==> config.mk <==
export PLATFORM = sky130hd
export DESIGN_NAME = fac_ctrl
export DESIGN_NICKNAME = d
export VERILOG_FILES = /design/src/logic/fac_pkg.sv /design/src/logic/fac_ctrl.sv /design/src/logic/fac_read_cache.sv
export SDC_FILE = /design/constraint.sdc
export NUM_CORES = 1
export LEC_CHECK = 0
export ABC_AREA = 1
export BUFFER_PORTS_ARGS = -buffer_cell sky130_fd_sc_hd__buf_4
export CORE_MARGIN = 2
export CORE_UTILIZATION = 43
export CTS_CLUSTER_SIZE = 28
export DETAILED_ROUTE_END_ITERATION = 8
export GPL_ROUTABILITY_DRIVEN = 1
export HOLD_SLACK_MARGIN = 0.06
export PLACE_DENSITY_LB_ADDON = 0.05
export SYNTH_ARGS = -nofsm -noshare
export SYNTH_HDL_FRONTEND = slang
export SYNTH_SLANG_ARGS = --single-unit
==> constraint.sdc <==
create_clock -name sys_clk_i -period 8.5 [get_ports sys_clk_i]
set_input_delay 0 -clock sys_clk_i [delete_from_list [all_inputs] [get_ports sys_clk_i]]
set_output_delay 0 -clock sys_clk_i [all_outputs]
set_load 0.01 [all_outputs]
==> src/logic/fac_pkg.sv <==
// shared constants, types and helpers of the nonvolatile array access controller
package fac_pkg;

	localparam int ADDR_W    = 16;
	localparam int DATA_W    = 16;
	localparam int LINE_W    = 64;
	localparam int MASK_W    = LINE_W / 8;
	localparam int WAIT_W    = 3;
	localparam int LINE_A_W  = ADDR_W - 2;
	localparam int SET_BIT   = 2;
	localparam int TAG_W     = ADDR_W - SET_BIT - 1;
	localparam int REG_A_W   = 4;
	localparam int RST_SRC_W = 3;
	localparam int NMI_SRC_W = 2;

	// register byte addresses
	localparam logic [REG_A_W-1:0] REG_CTRL0   = 4'h0;
	localparam logic [REG_A_W-1:0] REG_GCTRL0  = 4'h4;
	localparam logic [REG_A_W-1:0] REG_ERRSTAT = 4'h8;

	// control register 0 layout
	localparam logic [7:0]  KEY_UNLOCK  = 8'hA5;
	localparam logic [7:0]  KEY_READ    = 8'h96;
	localparam int          WAIT_LSB    = 4;
	localparam int          WAIT_MSB    = 6;
	localparam logic [WAIT_W-1:0] WAIT_RESET = 3'h0;

	// general control 0 layout
	localparam int          GC_RST_EN_BIT = 7;
	localparam int          GC_UNC_IE_BIT = 6;
	localparam int          GC_COR_IE_BIT = 5;
	localparam logic [15:0] GC_RESET      = 16'h0006;
	localparam logic [15:0] GC_WMASK      = 16'h00EE;

	// error status layout, write one to clear
	localparam int ST_COR_BIT = 0;
	localparam int ST_UNC_BIT = 1;

	// word address regions
	localparam logic [ADDR_W-1:0] DESC_LO = 16'h0000;
	localparam logic [ADDR_W-1:0] DESC_HI = 16'h00FF;
	localparam logic [ADDR_W-1:0] INFO_LO = 16'h0100;
	localparam logic [ADDR_W-1:0] INFO_HI = 16'h01FF;
	localparam logic [1:0] REGION_MAIN = 2'h0;
	localparam logic [1:0] REGION_INFO = 2'h1;
	localparam logic [1:0] REGION_DESC = 2'h2;

	// nmi source and reset cause codes
	localparam logic [NMI_SRC_W-1:0] NMI_SRC_NONE = 2'h0;
	localparam logic [NMI_SRC_W-1:0] NMI_SRC_COR  = 2'h1;
	localparam logic [NMI_SRC_W-1:0] NMI_SRC_UNC  = 2'h2;
	localparam logic [RST_SRC_W-1:0] RST_SRC_NONE   = 3'h0;
	localparam logic [RST_SRC_W-1:0] RST_SRC_UNC    = 3'h1;
	localparam logic [RST_SRC_W-1:0] RST_SRC_KEY    = 3'h2;
	localparam logic [RST_SRC_W-1:0] RST_SRC_LOCKED = 3'h3;
	localparam logic [RST_SRC_W-1:0] RST_SRC_TIMING = 3'h4;

	typedef struct packed {
		logic              rd;
		logic              wr;
		logic [ADDR_W-1:0] addr;
		logic [DATA_W-1:0] wdata;
		logic [1:0]        be;
	} fac_cpu_req_t;

	typedef struct packed {
		logic                rd;
		logic                wr;
		logic                wb;
		logic [LINE_A_W-1:0] line;
		logic [LINE_W-1:0]   wdata;
		logic [MASK_W-1:0]   wmask;
		logic [1:0]          region;
	} fac_arr_req_t;

	function automatic logic [DATA_W-1:0] line_word(input logic [LINE_W-1:0] line,
		input logic [1:0] sel);
		line_word = line[sel*DATA_W +: DATA_W];
	endfunction

	function automatic logic [LINE_W-1:0] merge_line(input logic [LINE_W-1:0] old_line,
		input logic [LINE_W-1:0] new_line, input logic [MASK_W-1:0] mask);
		merge_line = old_line;
		for (int b = 0; b < MASK_W; b++) begin
			if (mask[b]) begin
				merge_line[b*8 +: 8] = new_line[b*8 +: 8];
			end
		end
	endfunction

endpackage

==> src/logic/fac_ctrl.sv <==
// nonvolatile array access controller: cpu port, cache, wait states, ecc events, registers
`timescale 1ns/1ps
module fac_ctrl import fac_pkg::*; (
	// clock and reset
	input  wire logic                 sys_clk_i,
	input  wire logic                 srst_i,
	// cpu memory port
	input  wire fac_cpu_req_t         cpu_req_i,
	output logic                      cpu_ready_o,
	output logic                      cpu_ack_o,
	output logic [DATA_W-1:0]         cpu_rdata_o,
	// array port
	output fac_arr_req_t              arr_req_o,
	input  wire logic [LINE_W-1:0]    arr_rdata_i,
	input  wire logic                 arr_err_single_i,
	input  wire logic                 arr_err_multi_i,
	// clock system: least wait count the present clock needs
	input  wire logic [WAIT_W-1:0]    clk_wait_need_i,
	// register port
	input  wire logic [REG_A_W-1:0]   reg_addr_i,
	input  wire logic [15:0]          reg_wdata_i,
	input  wire logic [1:0]           reg_be_i,
	input  wire logic                 reg_wr_i,
	input  wire logic                 reg_rd_i,
	output logic [15:0]               reg_rdata_o,
	// system events
	output logic                      system_nmi_event_o,
	output logic [NMI_SRC_W-1:0]      system_nmi_vector_generator_o,
	output logic                      system_reset_event_o,
	output logic                      power_up_clear_o,
	output logic [RST_SRC_W-1:0]      system_reset_vector_generator_o
);

	typedef enum logic [1:0] {S_IDLE, S_RD_WAIT, S_WB_WAIT, S_WR_WAIT} fac_state_t;

	fac_state_t          state_ff, nxt_state;
	logic [WAIT_W-1:0]   cnt_ff, nxt_cnt;
	logic [ADDR_W-1:0]   addr_ff, nxt_addr;
	logic [LINE_W-1:0]   line_ff, nxt_line;
	fac_arr_req_t        arr_ff, nxt_arr;
	logic                ack_ff, nxt_ack;
	logic [DATA_W-1:0]   rdata_ff, nxt_rdata;
	logic                ready_ff;

	logic [WAIT_W-1:0]   wait_count_ff;
	logic                unlocked_ff;
	logic [15:0]         gctrl_ff;
	logic                correctable_error_flag_ff;
	logic                uncorrectable_error_flag_ff;
	logic [15:0]         reg_rdata_ff;
	logic                nmi_ff;
	logic [NMI_SRC_W-1:0] nmi_src_ff;
	logic                sys_rst_ff;
	logic                puc_ff;
	logic [RST_SRC_W-1:0] rst_src_ff;

	//////////////////////////////////////////////////////////////////////////////
	// cpu request decode
	wire take_rd = ready_ff && cpu_req_i.rd;
	wire take_wr = ready_ff && cpu_req_i.wr && !cpu_req_i.rd;
	wire [ADDR_W-1:0] look_addr = (state_ff == S_IDLE) ? cpu_req_i.addr : addr_ff;

	wire in_desc = (cpu_req_i.addr >= DESC_LO) && (cpu_req_i.addr <= DESC_HI);
	wire in_info = (cpu_req_i.addr >= INFO_LO) && (cpu_req_i.addr <= INFO_HI);
	// descriptor region is read-only, info region flagged to the array
	wire [1:0] region = in_desc ? REGION_DESC : (in_info ? REGION_INFO : REGION_MAIN);

	// byte lanes of the word placed into the 64-bit line
	wire [MASK_W-1:0] wr_mask =
		MASK_W'({6'h00, cpu_req_i.be} << {cpu_req_i.addr[1:0], 1'b0});
	wire [LINE_W-1:0] wr_line = {4{cpu_req_i.wdata}};

	wire              cache_hit;
	wire [DATA_W-1:0] cache_word;
	wire              cnt_done = (cnt_ff == '0);
	wire              capture  = (state_ff == S_RD_WAIT) && cnt_done;

	//////////////////////////////////////////////////////////////////////////////
	// ecc events at the end of each array read
	wire ecc_cor   = capture && arr_err_single_i;
	wire ecc_unc   = capture && arr_err_multi_i;
	wire cor_ie    = gctrl_ff[GC_COR_IE_BIT];
	wire unc_ie    = gctrl_ff[GC_UNC_IE_BIT];
	wire unc_rst   = ecc_unc && gctrl_ff[GC_RST_EN_BIT];
	wire nmi_cor   = ecc_cor && cor_ie;
	wire nmi_unc   = ecc_unc && unc_ie && !unc_rst;

	//////////////////////////////////////////////////////////////////////////////
	// register write decode
	wire       wr_ctrl   = reg_wr_i && (reg_addr_i == REG_CTRL0);
	wire       wr_other  = reg_wr_i && (reg_addr_i != REG_CTRL0);
	wire       key_write = wr_ctrl && reg_be_i[1];
	wire       key_ok    = reg_wdata_i[15:8] == KEY_UNLOCK;
	wire       key_word  = reg_be_i == 2'b11;
	wire       key_bad_w = key_write && !key_ok && key_word;
	wire       locked_wr = wr_other && !unlocked_ff;
	// a word carrying a wrong key must not land its wait field
	wire       wr_wait   = wr_ctrl && reg_be_i[0] && (key_write ? key_ok : unlocked_ff);
	wire       wr_gctrl  = reg_wr_i && unlocked_ff && (reg_addr_i == REG_GCTRL0);
	wire       wr_stat   = reg_wr_i && unlocked_ff && (reg_addr_i == REG_ERRSTAT);
	wire       clr_cor   = wr_stat && reg_be_i[0] && reg_wdata_i[ST_COR_BIT];
	wire       clr_unc   = wr_stat && reg_be_i[0] && reg_wdata_i[ST_UNC_BIT];
	wire [15:0] be_mask  = {{8{reg_be_i[1]}}, {8{reg_be_i[0]}}} & GC_WMASK;
	wire       timing_bad = wait_count_ff < clk_wait_need_i;

	wire [RST_SRC_W-1:0] nxt_rst_src =
		unc_rst    ? RST_SRC_UNC    :
		key_bad_w  ? RST_SRC_KEY    :
		locked_wr  ? RST_SRC_LOCKED :
		timing_bad ? RST_SRC_TIMING : RST_SRC_NONE;

	wire [15:0] rd_mux =
		(reg_addr_i == REG_CTRL0)   ? {KEY_READ, 1'b0, wait_count_ff, 4'h0} :
		(reg_addr_i == REG_GCTRL0)  ? gctrl_ff :
		(reg_addr_i == REG_ERRSTAT) ? {14'h0000, uncorrectable_error_flag_ff,
		                               correctable_error_flag_ff} : 16'h0000;

	//////////////////////////////////////////////////////////////////////////////
	fac_read_cache u_cache (
		.sys_clk_i   (sys_clk_i),
		.srst_i      (srst_i),
		.look_addr_i (look_addr),
		.look_hit_o  (cache_hit),
		.look_word_o (cache_word),
		.touch_i     (take_rd),
		.fill_i      (capture),
		.fill_data_i (arr_rdata_i),
		.upd_i       (take_wr && !in_desc),
		.upd_data_i  (wr_line),
		.upd_mask_i  (wr_mask)
	);

	//////////////////////////////////////////////////////////////////////////////
	// access sequencer
	always_comb begin
		nxt_state = state_ff;
		nxt_cnt   = cnt_ff;
		nxt_addr  = addr_ff;
		nxt_line  = line_ff;
		nxt_arr   = '0;
		nxt_ack   = 1'b0;
		nxt_rdata = rdata_ff;
		case (state_ff)
			S_IDLE: begin
				if (take_rd && cache_hit) begin
					// plain sram-like read served at full speed
					nxt_ack   = 1'b1;
					nxt_rdata = cache_word;
				end else if (take_rd) begin
					// miss: fetch the aligned four-word line
					nxt_addr       = cpu_req_i.addr;
					nxt_arr.rd     = 1'b1;
					nxt_arr.line   = cpu_req_i.addr[ADDR_W-1:2];
					nxt_arr.region = region;
					nxt_cnt        = wait_count_ff;
					nxt_state      = S_RD_WAIT;
				end else if (take_wr && in_desc) begin
					nxt_ack = 1'b1;
				end else if (take_wr) begin
					nxt_addr       = cpu_req_i.addr;
					nxt_arr.wr     = 1'b1;
					nxt_arr.line   = cpu_req_i.addr[ADDR_W-1:2];
					nxt_arr.wdata  = wr_line;
					nxt_arr.wmask  = wr_mask;
					nxt_arr.region = region;
					nxt_cnt        = wait_count_ff;
					nxt_state      = S_WR_WAIT;
				end
			end
			S_RD_WAIT: begin
				if (cnt_done) begin
					// return word and restore the same line
					nxt_ack        = 1'b1;
					nxt_rdata      = line_word(arr_rdata_i, addr_ff[1:0]);
					nxt_line       = arr_rdata_i;
					nxt_arr.wb     = 1'b1;
					nxt_arr.line   = addr_ff[ADDR_W-1:2];
					nxt_arr.wdata  = arr_rdata_i;
					nxt_arr.wmask  = '1;
					nxt_arr.region = arr_ff.region;
					nxt_cnt        = wait_count_ff;
					nxt_state      = S_WB_WAIT;
				end else begin
					// stall for the programmed wait states
					nxt_cnt = cnt_ff - 3'h1;
					nxt_arr = arr_ff;
					nxt_arr.rd = 1'b0;
				end
			end
			S_WB_WAIT, S_WR_WAIT: begin
				if (cnt_done) begin
					nxt_ack   = (state_ff == S_WR_WAIT);
					nxt_state = S_IDLE;
				end else begin
					nxt_cnt = cnt_ff - 3'h1;
					nxt_arr = arr_ff;
					nxt_arr.wr = 1'b0;
					nxt_arr.wb = 1'b0;
				end
			end
			default: begin
				nxt_state = S_IDLE;
			end
		endcase
	end

	always_ff @(posedge sys_clk_i) begin
		if (srst_i) begin
			state_ff <= S_IDLE;
			cnt_ff   <= '0;
			addr_ff  <= '0;
			line_ff  <= '0;
			arr_ff   <= '0;
			ack_ff   <= 1'b0;
			rdata_ff <= '0;
			ready_ff <= 1'b0;
		end else begin
			state_ff <= nxt_state;
			cnt_ff   <= nxt_cnt;
			addr_ff  <= nxt_addr;
			line_ff  <= nxt_line;
			arr_ff   <= nxt_arr;
			ack_ff   <= nxt_ack;
			rdata_ff <= nxt_rdata;
			ready_ff <= (nxt_state == S_IDLE);
		end
	end

	//////////////////////////////////////////////////////////////////////////////
	// control registers
	always_ff @(posedge sys_clk_i) begin
		if (srst_i) begin
			wait_count_ff <= WAIT_RESET;
			unlocked_ff   <= 1'b0;
			gctrl_ff      <= GC_RESET;
			reg_rdata_ff  <= '0;
		end else begin
			if (key_write) begin
				// correct key opens, wrong byte key closes without clear
				unlocked_ff <= key_ok;
			end
			if (wr_wait) begin
				wait_count_ff <= reg_wdata_i[WAIT_MSB:WAIT_LSB];
			end
			if (wr_gctrl) begin
				gctrl_ff <= (gctrl_ff & ~be_mask) | (reg_wdata_i & be_mask);
			end
			if (reg_rd_i) begin
				reg_rdata_ff <= rd_mux;
			end
		end
	end

	// sticky error flags, a new error wins over a clear
	always_ff @(posedge sys_clk_i) begin
		if (srst_i) begin
			correctable_error_flag_ff   <= 1'b0;
			uncorrectable_error_flag_ff <= 1'b0;
		end else begin
			correctable_error_flag_ff   <= ecc_cor ||
				(correctable_error_flag_ff && !clr_cor);
			uncorrectable_error_flag_ff <= ecc_unc ||
				(uncorrectable_error_flag_ff && !clr_unc);
		end
	end

	//////////////////////////////////////////////////////////////////////////////
	// system event outputs
	always_ff @(posedge sys_clk_i) begin
		if (srst_i) begin
			nmi_ff     <= 1'b0;
			nmi_src_ff <= NMI_SRC_NONE;
			sys_rst_ff <= 1'b0;
			puc_ff     <= 1'b0;
			rst_src_ff <= RST_SRC_NONE;
		end else begin
			nmi_ff     <= nmi_cor || nmi_unc;
			// uncorrectable outranks correctable in the vector
			nmi_src_ff <= nmi_unc ? NMI_SRC_UNC : (nmi_cor ? NMI_SRC_COR : NMI_SRC_NONE);
			sys_rst_ff <= unc_rst;
			// clear on reset error, bad word key, locked write or timing
			puc_ff     <= nxt_rst_src != RST_SRC_NONE;
			if (nxt_rst_src != RST_SRC_NONE) begin
				rst_src_ff <= nxt_rst_src;
			end
		end
	end

	//////////////////////////////////////////////////////////////////////////////
	assign cpu_ready_o                     = ready_ff;
	assign cpu_ack_o                       = ack_ff;
	assign cpu_rdata_o                     = rdata_ff;
	assign arr_req_o                       = arr_ff;
	assign reg_rdata_o                     = reg_rdata_ff;
	assign system_nmi_event_o              = nmi_ff;
	assign system_nmi_vector_generator_o   = nmi_src_ff;
	assign system_reset_event_o            = sys_rst_ff;
	assign power_up_clear_o                = puc_ff;
	assign system_reset_vector_generator_o = rst_src_ff;

endmodule

==> src/logic/fac_read_cache.sv <==
// two-set, two-way read cache with per-set replacement pointer
`timescale 1ns/1ps
module fac_read_cache import fac_pkg::*; (
	// clock and reset
	input  wire logic              sys_clk_i,
	input  wire logic              srst_i,
	// lookup
	input  wire logic [ADDR_W-1:0] look_addr_i,
	output logic                   look_hit_o,
	output logic [DATA_W-1:0]      look_word_o,
	input  wire logic              touch_i,
	// fill and write update
	input  wire logic              fill_i,
	input  wire logic [LINE_W-1:0] fill_data_i,
	input  wire logic              upd_i,
	input  wire logic [LINE_W-1:0] upd_data_i,
	input  wire logic [MASK_W-1:0] upd_mask_i
);

	logic [TAG_W-1:0]  tag_ff   [2][2];
	logic              valid_ff [2][2];
	logic [LINE_W-1:0] data_ff  [2][2];
	logic              lru_ff   [2];

	wire              set_idx = look_addr_i[SET_BIT];
	wire [TAG_W-1:0]  tag_in  = look_addr_i[ADDR_W-1:SET_BIT+1];
	wire              hit0    = valid_ff[set_idx][0] && (tag_ff[set_idx][0] == tag_in);
	wire              hit1    = valid_ff[set_idx][1] && (tag_ff[set_idx][1] == tag_in);
	wire              hit_way = hit1;
	wire              victim  = lru_ff[set_idx];
	wire [LINE_W-1:0] hit_line = hit_way ? data_ff[set_idx][1] : data_ff[set_idx][0];

	assign look_hit_o  = hit0 || hit1;
	assign look_word_o = line_word(hit_line, look_addr_i[1:0]);

	//////////////////////////////////////////////////////////////////////////////
	always_ff @(posedge sys_clk_i) begin
		if (srst_i) begin
			for (int s = 0; s < 2; s++) begin
				lru_ff[s]      <= 1'b0;
				valid_ff[s][0] <= 1'b0;
				valid_ff[s][1] <= 1'b0;
			end
		end else if (fill_i) begin
			// new line replaces the older way, recent data stays in the other
			data_ff[set_idx][victim]  <= fill_data_i;
			tag_ff[set_idx][victim]   <= tag_in;
			valid_ff[set_idx][victim] <= 1'b1;
			lru_ff[set_idx]           <= ~victim;
		end else if (look_hit_o && (touch_i || upd_i)) begin
			lru_ff[set_idx] <= ~hit_way;
			if (upd_i) begin
				data_ff[set_idx][hit_way] <= merge_line(hit_line, upd_data_i, upd_mask_i);
			end
		end
	end

endmodule

; ---- After elaboration in Yosys (flattened, before gate mapping)
; Memories as Yosys holds them, arrays and structs flattened.
; Index checks and enable logic that the tools add are counted.
; W data, S select, Z words.
[op_classes]
add_sub_neg = 1
magnitude_cmp = 9
n_eq_ne = 17
shifts = 3
mux = 257
bitwise = 139
reduce_logical = 65
[op_table]
columns = cell, count
row1 = $mux W8, 40
row2 = $mux W88, 3
row3 = $pmux W88 S3, 1
row4 = $mux W128, 2
row5 = $mux W64, 3
row6 = $mux W1, 160
row7 = $or A1 B1 Y1, 129
row8 = $demux W64 S1, 2
row9 = $mux W16, 8
row10 = $shiftx A64 B7 Y16, 2
row11 = $mux W91, 1
row12 = $mux W89, 1
row13 = $mux W72, 1
row14 = $logic_and A1 B1 Y1, 36
row15 = $pmux W16 S2, 1
row16 = $mux W3, 10
row17 = $mux W2, 14
row18 = $eq A13 B13 Y1, 2
row19 = $mux W26, 1
row20 = $and A16 B16 Y16, 1
row21 = $and A16 B8 Y16, 1
row22 = $ge A16 B1 Y1 const B, 1
row23 = $ge A16 B9 Y1 const B, 1
row24 = $le A16 B8 Y1 const B, 1
row25 = other kinds (39), 69
[word_totals]
regBits = 176
mem_bits_rw = 314
inputBits = 131
output_inout_bits = 133
memories = 4
[memory_table]
columns = memory, words, word_bits, read_ports, rd_ports_with_merged_regs, write_ports, line_no
row1 = u_cache.data_ff, 2, 128, 1, 0, 1, fac_read_cache.sv:22  ; logic [LINE_W-1:0] data_ff [2][2];
row2 = u_cache.tag_ff, 2, 26, 1, 0, 1, fac_read_cache.sv:20  ; logic [TAG_W-1:0] tag_ff [2][2];
row3 = u_cache.valid_ff, 2, 2, 1, 0, 2, fac_read_cache.sv:21  ; logic valid_ff [2][2];
row4 = u_cache.lru_ff, 2, 1, 1, 0, 2, fac_read_cache.sv:23  ; logic lru_ff [2];

; ---- Depth between registers and ports, before layout
; An unclocked memory read counts as a cell.
[logic_depth]
word_depth = 14
ltp_mapped = 19
depth_no_buf = 18

; ---- Cells and area by module
; A second synthesis with hierarchy kept.
[unflattened]
hier_cells = 3087
area_unflattened_um2 = 23901.7
[modules_own_cells]
columns = module, instances, cells_per_inst, area_per_inst_um2
row1 = fac_read_cache, 1, 2105, 16823.6
row2 = fac_ctrl, 1, 982, 7078.0

; ---- Worst setup path after synthesis
; No wires, ideal clock.
[synth_timing]
kind = register to register
from = register state_ff[0]
to = memory u_cache.data_ff[0][100] (netlist bit), enable pin
setup_ps = 507
arrival_ps = 5076
required_ps = 7993
setup_slack_ps = 2917
path_stages_with_launch = 18
period_less_slack_ps = 5583
path_cell_list = dfxtp_1 > nor2_2 > buf_6 > nand2_4 > buf_4 > nand3_1 > nand2_1 > nand2_1 > nand2_1 > a21oi_1 > nand2_1 > nor2_1 > nand2_1 > nand2_2 > nand4_2 > buf_6 > buf_6 > a21oi_1
[synth_via]
elab_chain_len = 12
word_cells_on_any_way = 33
cone_classes = 4 x order compare / 3 x eq/ne / 12 x mux / 3 x bitwise / 8 x reduce/logical / 3 x memory
[synth_rtl]
columns = element, line_no
row1 = start: declaration, fac_ctrl.sv:36  ; fac_state_t state_ff, nxt_state;
row2 = start signal: assignment, fac_ctrl.sv:218  ; state_ff <= nxt_state;
row3 = $logic_not A2 Y1, fac_ctrl.sv:61  ; wire [ADDR_W-1:0] look_addr = (state_ff == S_IDLE) ? cpu_req_i.addr : addr_ff;
row4 = $mux W16, fac_ctrl.sv:61
row5 = $mem_v2 Z2 W26, --
row6 = $eq A13 B13 Y1 (on tied branches), "fac_read_cache.sv:28, fac_read_cache.sv:27"
row7 = $logic_and A1 B1 Y1 (on tied branches), "fac_read_cache.sv:28, fac_read_cache.sv:27"
row8 = $not A1 Y2 (implied by the code) or $logic_or A1 B1 Y1 (tied branches), "fac_read_cache.sv:53, fac_read_cache.sv:33"
row9 = $ge A2 B2 Y1 (implied by the code) (tied with other cells), fac_read_cache.sv:53  ; data_ff[set_idx][hit_way] <= merge_line(hit_line, upd_data_i, upd_mask_i);
row10 = $logic_and A1 B1 Y1 (implied by the code) or $mux W1 (tied branches), "fac_read_cache.sv:53, fac_read_cache.sv:50"
row11 = $mux W64 (implied by the code) or $mux W1 (tied branches), "fac_read_cache.sv:53, fac_read_cache.sv:44"
row12 = $demux W64 S1 or $mux W1 (tied branches), "fac_read_cache.sv:53, fac_read_cache.sv:38"
row13 = $mux W128 (implied by the code), fac_read_cache.sv:53
row14 = $or A1 B1 Y1 (no line), --
row15 = end: declaration, fac_read_cache.sv:22
; Parallel ways exist; a longest one is shown, timed or not.

; ---- Worst setup path after layout
[layout_timing]
from = register state_ff[1]
to = memory u_cache.data_ff[1][113] (netlist bit), enable pin
; The elaborated chain is that of the path after synthesis.

==> results.ini <==
[yosys]
ys.warnings.count=0
netlist_instances=2694
synth_edf_count=314
dominantRegCellSynth=edfxtp_1
synthArstFlopShare_pct=0
netlist_area_um2=23100
synth.distinct_cells=41
ys_ff_latch=473
syn_area_per_cell_um2=8.56
ys_seq_area_share_pct=54.7

[sta]
slew_viol_final=0
rsz0062_at_grt=false
skew_ps=22.9
fin_ws_ps=2100
fmax_mhz=156
setup_viol=0
maxSlewHeadroom_pct=18.3
fin_crit_sh_pct=75.3
hold_viol=0
fin_crit_ps=6400
tns_ps=0
tightest_slew_ps=1230

[run_status]
status=finished clean

[cts]
cts.sinks=473
insertion_delay_ps=620
htree_levels=2
cts_resized=0
clkTransAtPathRegs_ps=60
postCtsSetupBuffers=0
hold_buffers=166
cts_tree=yes
root_buffer=clkbuf_16
cts_made_buffers=53
cts_buffer_depth=3

[worst_setup_path]
reg2reg_slack_ps=2100
path_class=reg -> reg
endpoint_kind=flop
reg2reg_to=u_cache.data_ff[1][113]
path_max_fanout=60
worstPathArrival_ps=6640
reg2reg_from=state_ff[1]
critical_path_required_ps=8740
start_kind=flop
rr_worst_depth=16

[global_routing]
grt_max_degree=93
grt_pass1_wl_mm=134
overflow=0
antenna_found_initial=1
grt_pass1_vias=20200
gr-usage-all-layers_pct=32.4

[place]
gp_congestion=0.886
hpwl_mm=60.7
post-place-ws_ps=2120
port_buffers=259

[drt]
drt_wl_total_mm=91.6
vias_per_cell=5.64
ant_nets=0
drc=0
vias=21300
drt_iter0_markers=2416
wl_per_cell_um=24.3
dr.pass1.iters=6

[power]
swShare_pct=31.4
p_int_uw=4460
switchingPower_uw=2040
seq_power_share_pct=40.6
ir_drop_uv=178
p_leak_uw=0.0123
power.clock.fraction_pct=36.5
power_density_nw_per_um2=225
combPwrFrac_pct=22.9

[floorplanning]
die_y_um=236
rows=84
start_util_pct=43.7
coreArea_um2=52800
dieArea_um2=55500
ios=264
die_x_um=236

[hold_path]
hold_start=clk_wait_need_i[0]
hold_depth=10
min_to=system_reset_vector_generator_o[0]
hold_path_class=in -> reg

[finish]
drive_gt1_share_pct=14.4
num-fill-cells=4811
nets=3172
mostFrequentLayoutCells=763 x nand2_1, 314 x edfxtp_1, 303 x a21oi_1, 292 x buf_4, 234 x nand3_1
layout_commonest_cell=nand2_1
area_growth_pct=25.1

[flow_run]
max-cap-violations=0

-- critical path: stages (launching register included) --
cell	delay, ps
dfxtp_1	450
inv_2	100
nand2_4	250
nand2_1	330
nand2_4	620
buf_4	640
nand2_1	130
nand2_1	110
nand2_1	60
nor2_1	100
nand2_1	60
nor2_1	80
nand2_1	170
nand2_2	190
nand4_4	760
a21oi_4	1160
buf_4	650
-- worst max-delay path by stage --
stage	from	to	slack [ps]	depth (start not counted)
after floorplan	state_ff[0]	u_cache.data_ff[0][100]	2920	17
after global placement	state_ff[1]	u_cache.data_ff[1][115]	2230	16
after detailed placement	state_ff[1]	u_cache.data_ff[1][126]	2120	16
after CTS	state_ff[1]	u_cache.data_ff[1][126]	2110	16
after global routing	state_ff[1]	u_cache.data_ff[1][126]	1590	16
final	state_ff[1]	u_cache.data_ff[1][113]	2100	16
-- synth_stat cells (3+ instances only) --
cell type	number	area, um^2
a21oi_1	307	1540
a21oi_2	23	201
a221oi_1	18	158
a31oi_1	5	31.3
buf_1	11	41.3
buf_2	28	140
buf_4	28	210
buf_6	11	124
clkbuf_1	93	349
clkinv_1	4	15.0
dfxtp_1	159	3180
edfxtp_1	314	9430
ha_1	4	50.1
inv_1	159	597
inv_2	7	26.3
mux2i_1	64	641
nand2_1	763	2860
nand2_2	4	25.0
nand2_4	5	56.3
nand3_1	234	1170
nand3b_1	17	128
nor2_1	125	469
nor2_2	4	25.0
nor3_1	20	100
o211ai_1	4	30.0
o21ai_0	129	646
o21ai_1	134	671
or2_2	3	18.8
-- power by group through the flow --
stage                     Sequential [uW]  Combinational (uW)  Clock [uW]
after detailed placement             2680                1400           0
after floorplan                      2680                 846           0
after global placement               2680                1390           0
after global routing                 2640                1620        2480
final                                2640                1490        2370
after CTS                            2640                1470        2390
-- through the flow --
step	total power (uW)	cells	area, um^2	utilization (%)	hold slack (ps)
2_1_floorplan	3530	2697	23100	-	113
3_3_place_gp	4070	3504	25400	48.2	211
3_5_place_dp	4080	3504	25400	48.2	212
4_1_cts	6490	3770	28900	54.7	74.3
5_1_grt	6740	3770	28900	54.7	178
6_report	6490	3771	28900	54.7	99.5
-- per-layer routing --
metal / GRT usage [%] / up-vias / wire length [um]
met1: 43.1 / 10200 / 37000
li1: - / 9882 / -
met2: 51.2 / 969 / 41700
met5: 0 / - / 0
met4: 16.5 / 0 / 5070
met3: 5.29 / 220 / 7890
-- final cells by class --
cell class / instances / area (um^2) / area share, %
Clock buffer: 76 / 1520 / 5.27
Inverter: 170 / 639 / 2.22
Timing Repair Buffer: 458 / 3850 / 13.4
Tap cell: 688 / 861 / 2.98
Sequential cell: 473 / 12600 / 43.7
Clock inverter: 24 / 258 / 0.893
Antenna cell: 1 / 2.50 / 0.00867
Multi-Input combinational cell: 1881 / 9110 / 31.6
-- cells by family (layout without fill, tap and decap cells) --
group / count (synthesis) / in the layout / synth area share [%]
AND/OR/NAND/NOR: 1181 / 1181 / 21.3
buffers and inverters: 343 / 728 / 6.56
other: 1 / 5 / 0.0163
flip-flops: 473 / 473 / 54.7
AO/OA/AOI/OAI: 627 / 627 / 14.4
multiplexers: 64 / 64 / 2.78
XOR/XNOR: 1 / 1 / 0.0380
adder cells (fa/ha/maj): 4 / 4 / 0.217
-- state kept, by name (all words and copies together) (netlist names), 2 cells and up, named ones only --
| signal | flops |
|---|---|
| state_ff | 2 |
| u_cache.valid_ff | 4 |
| system_nmi_vector_generator_o | 2 |
| u_cache.data_ff | 256 |
| cnt_ff | 3 |
| system_reset_vector_generator_o | 3 |
| cpu_rdata_o | 16 |
| u_cache.lru_ff | 2 |
| reg_rdata_o | 9 |
| arr_req_o | 91 |
| wait_count_ff | 3 |
| u_cache.tag_ff | 52 |
| addr_ff | 16 |
Note: power is estimated with default switching activity, not from simulation.
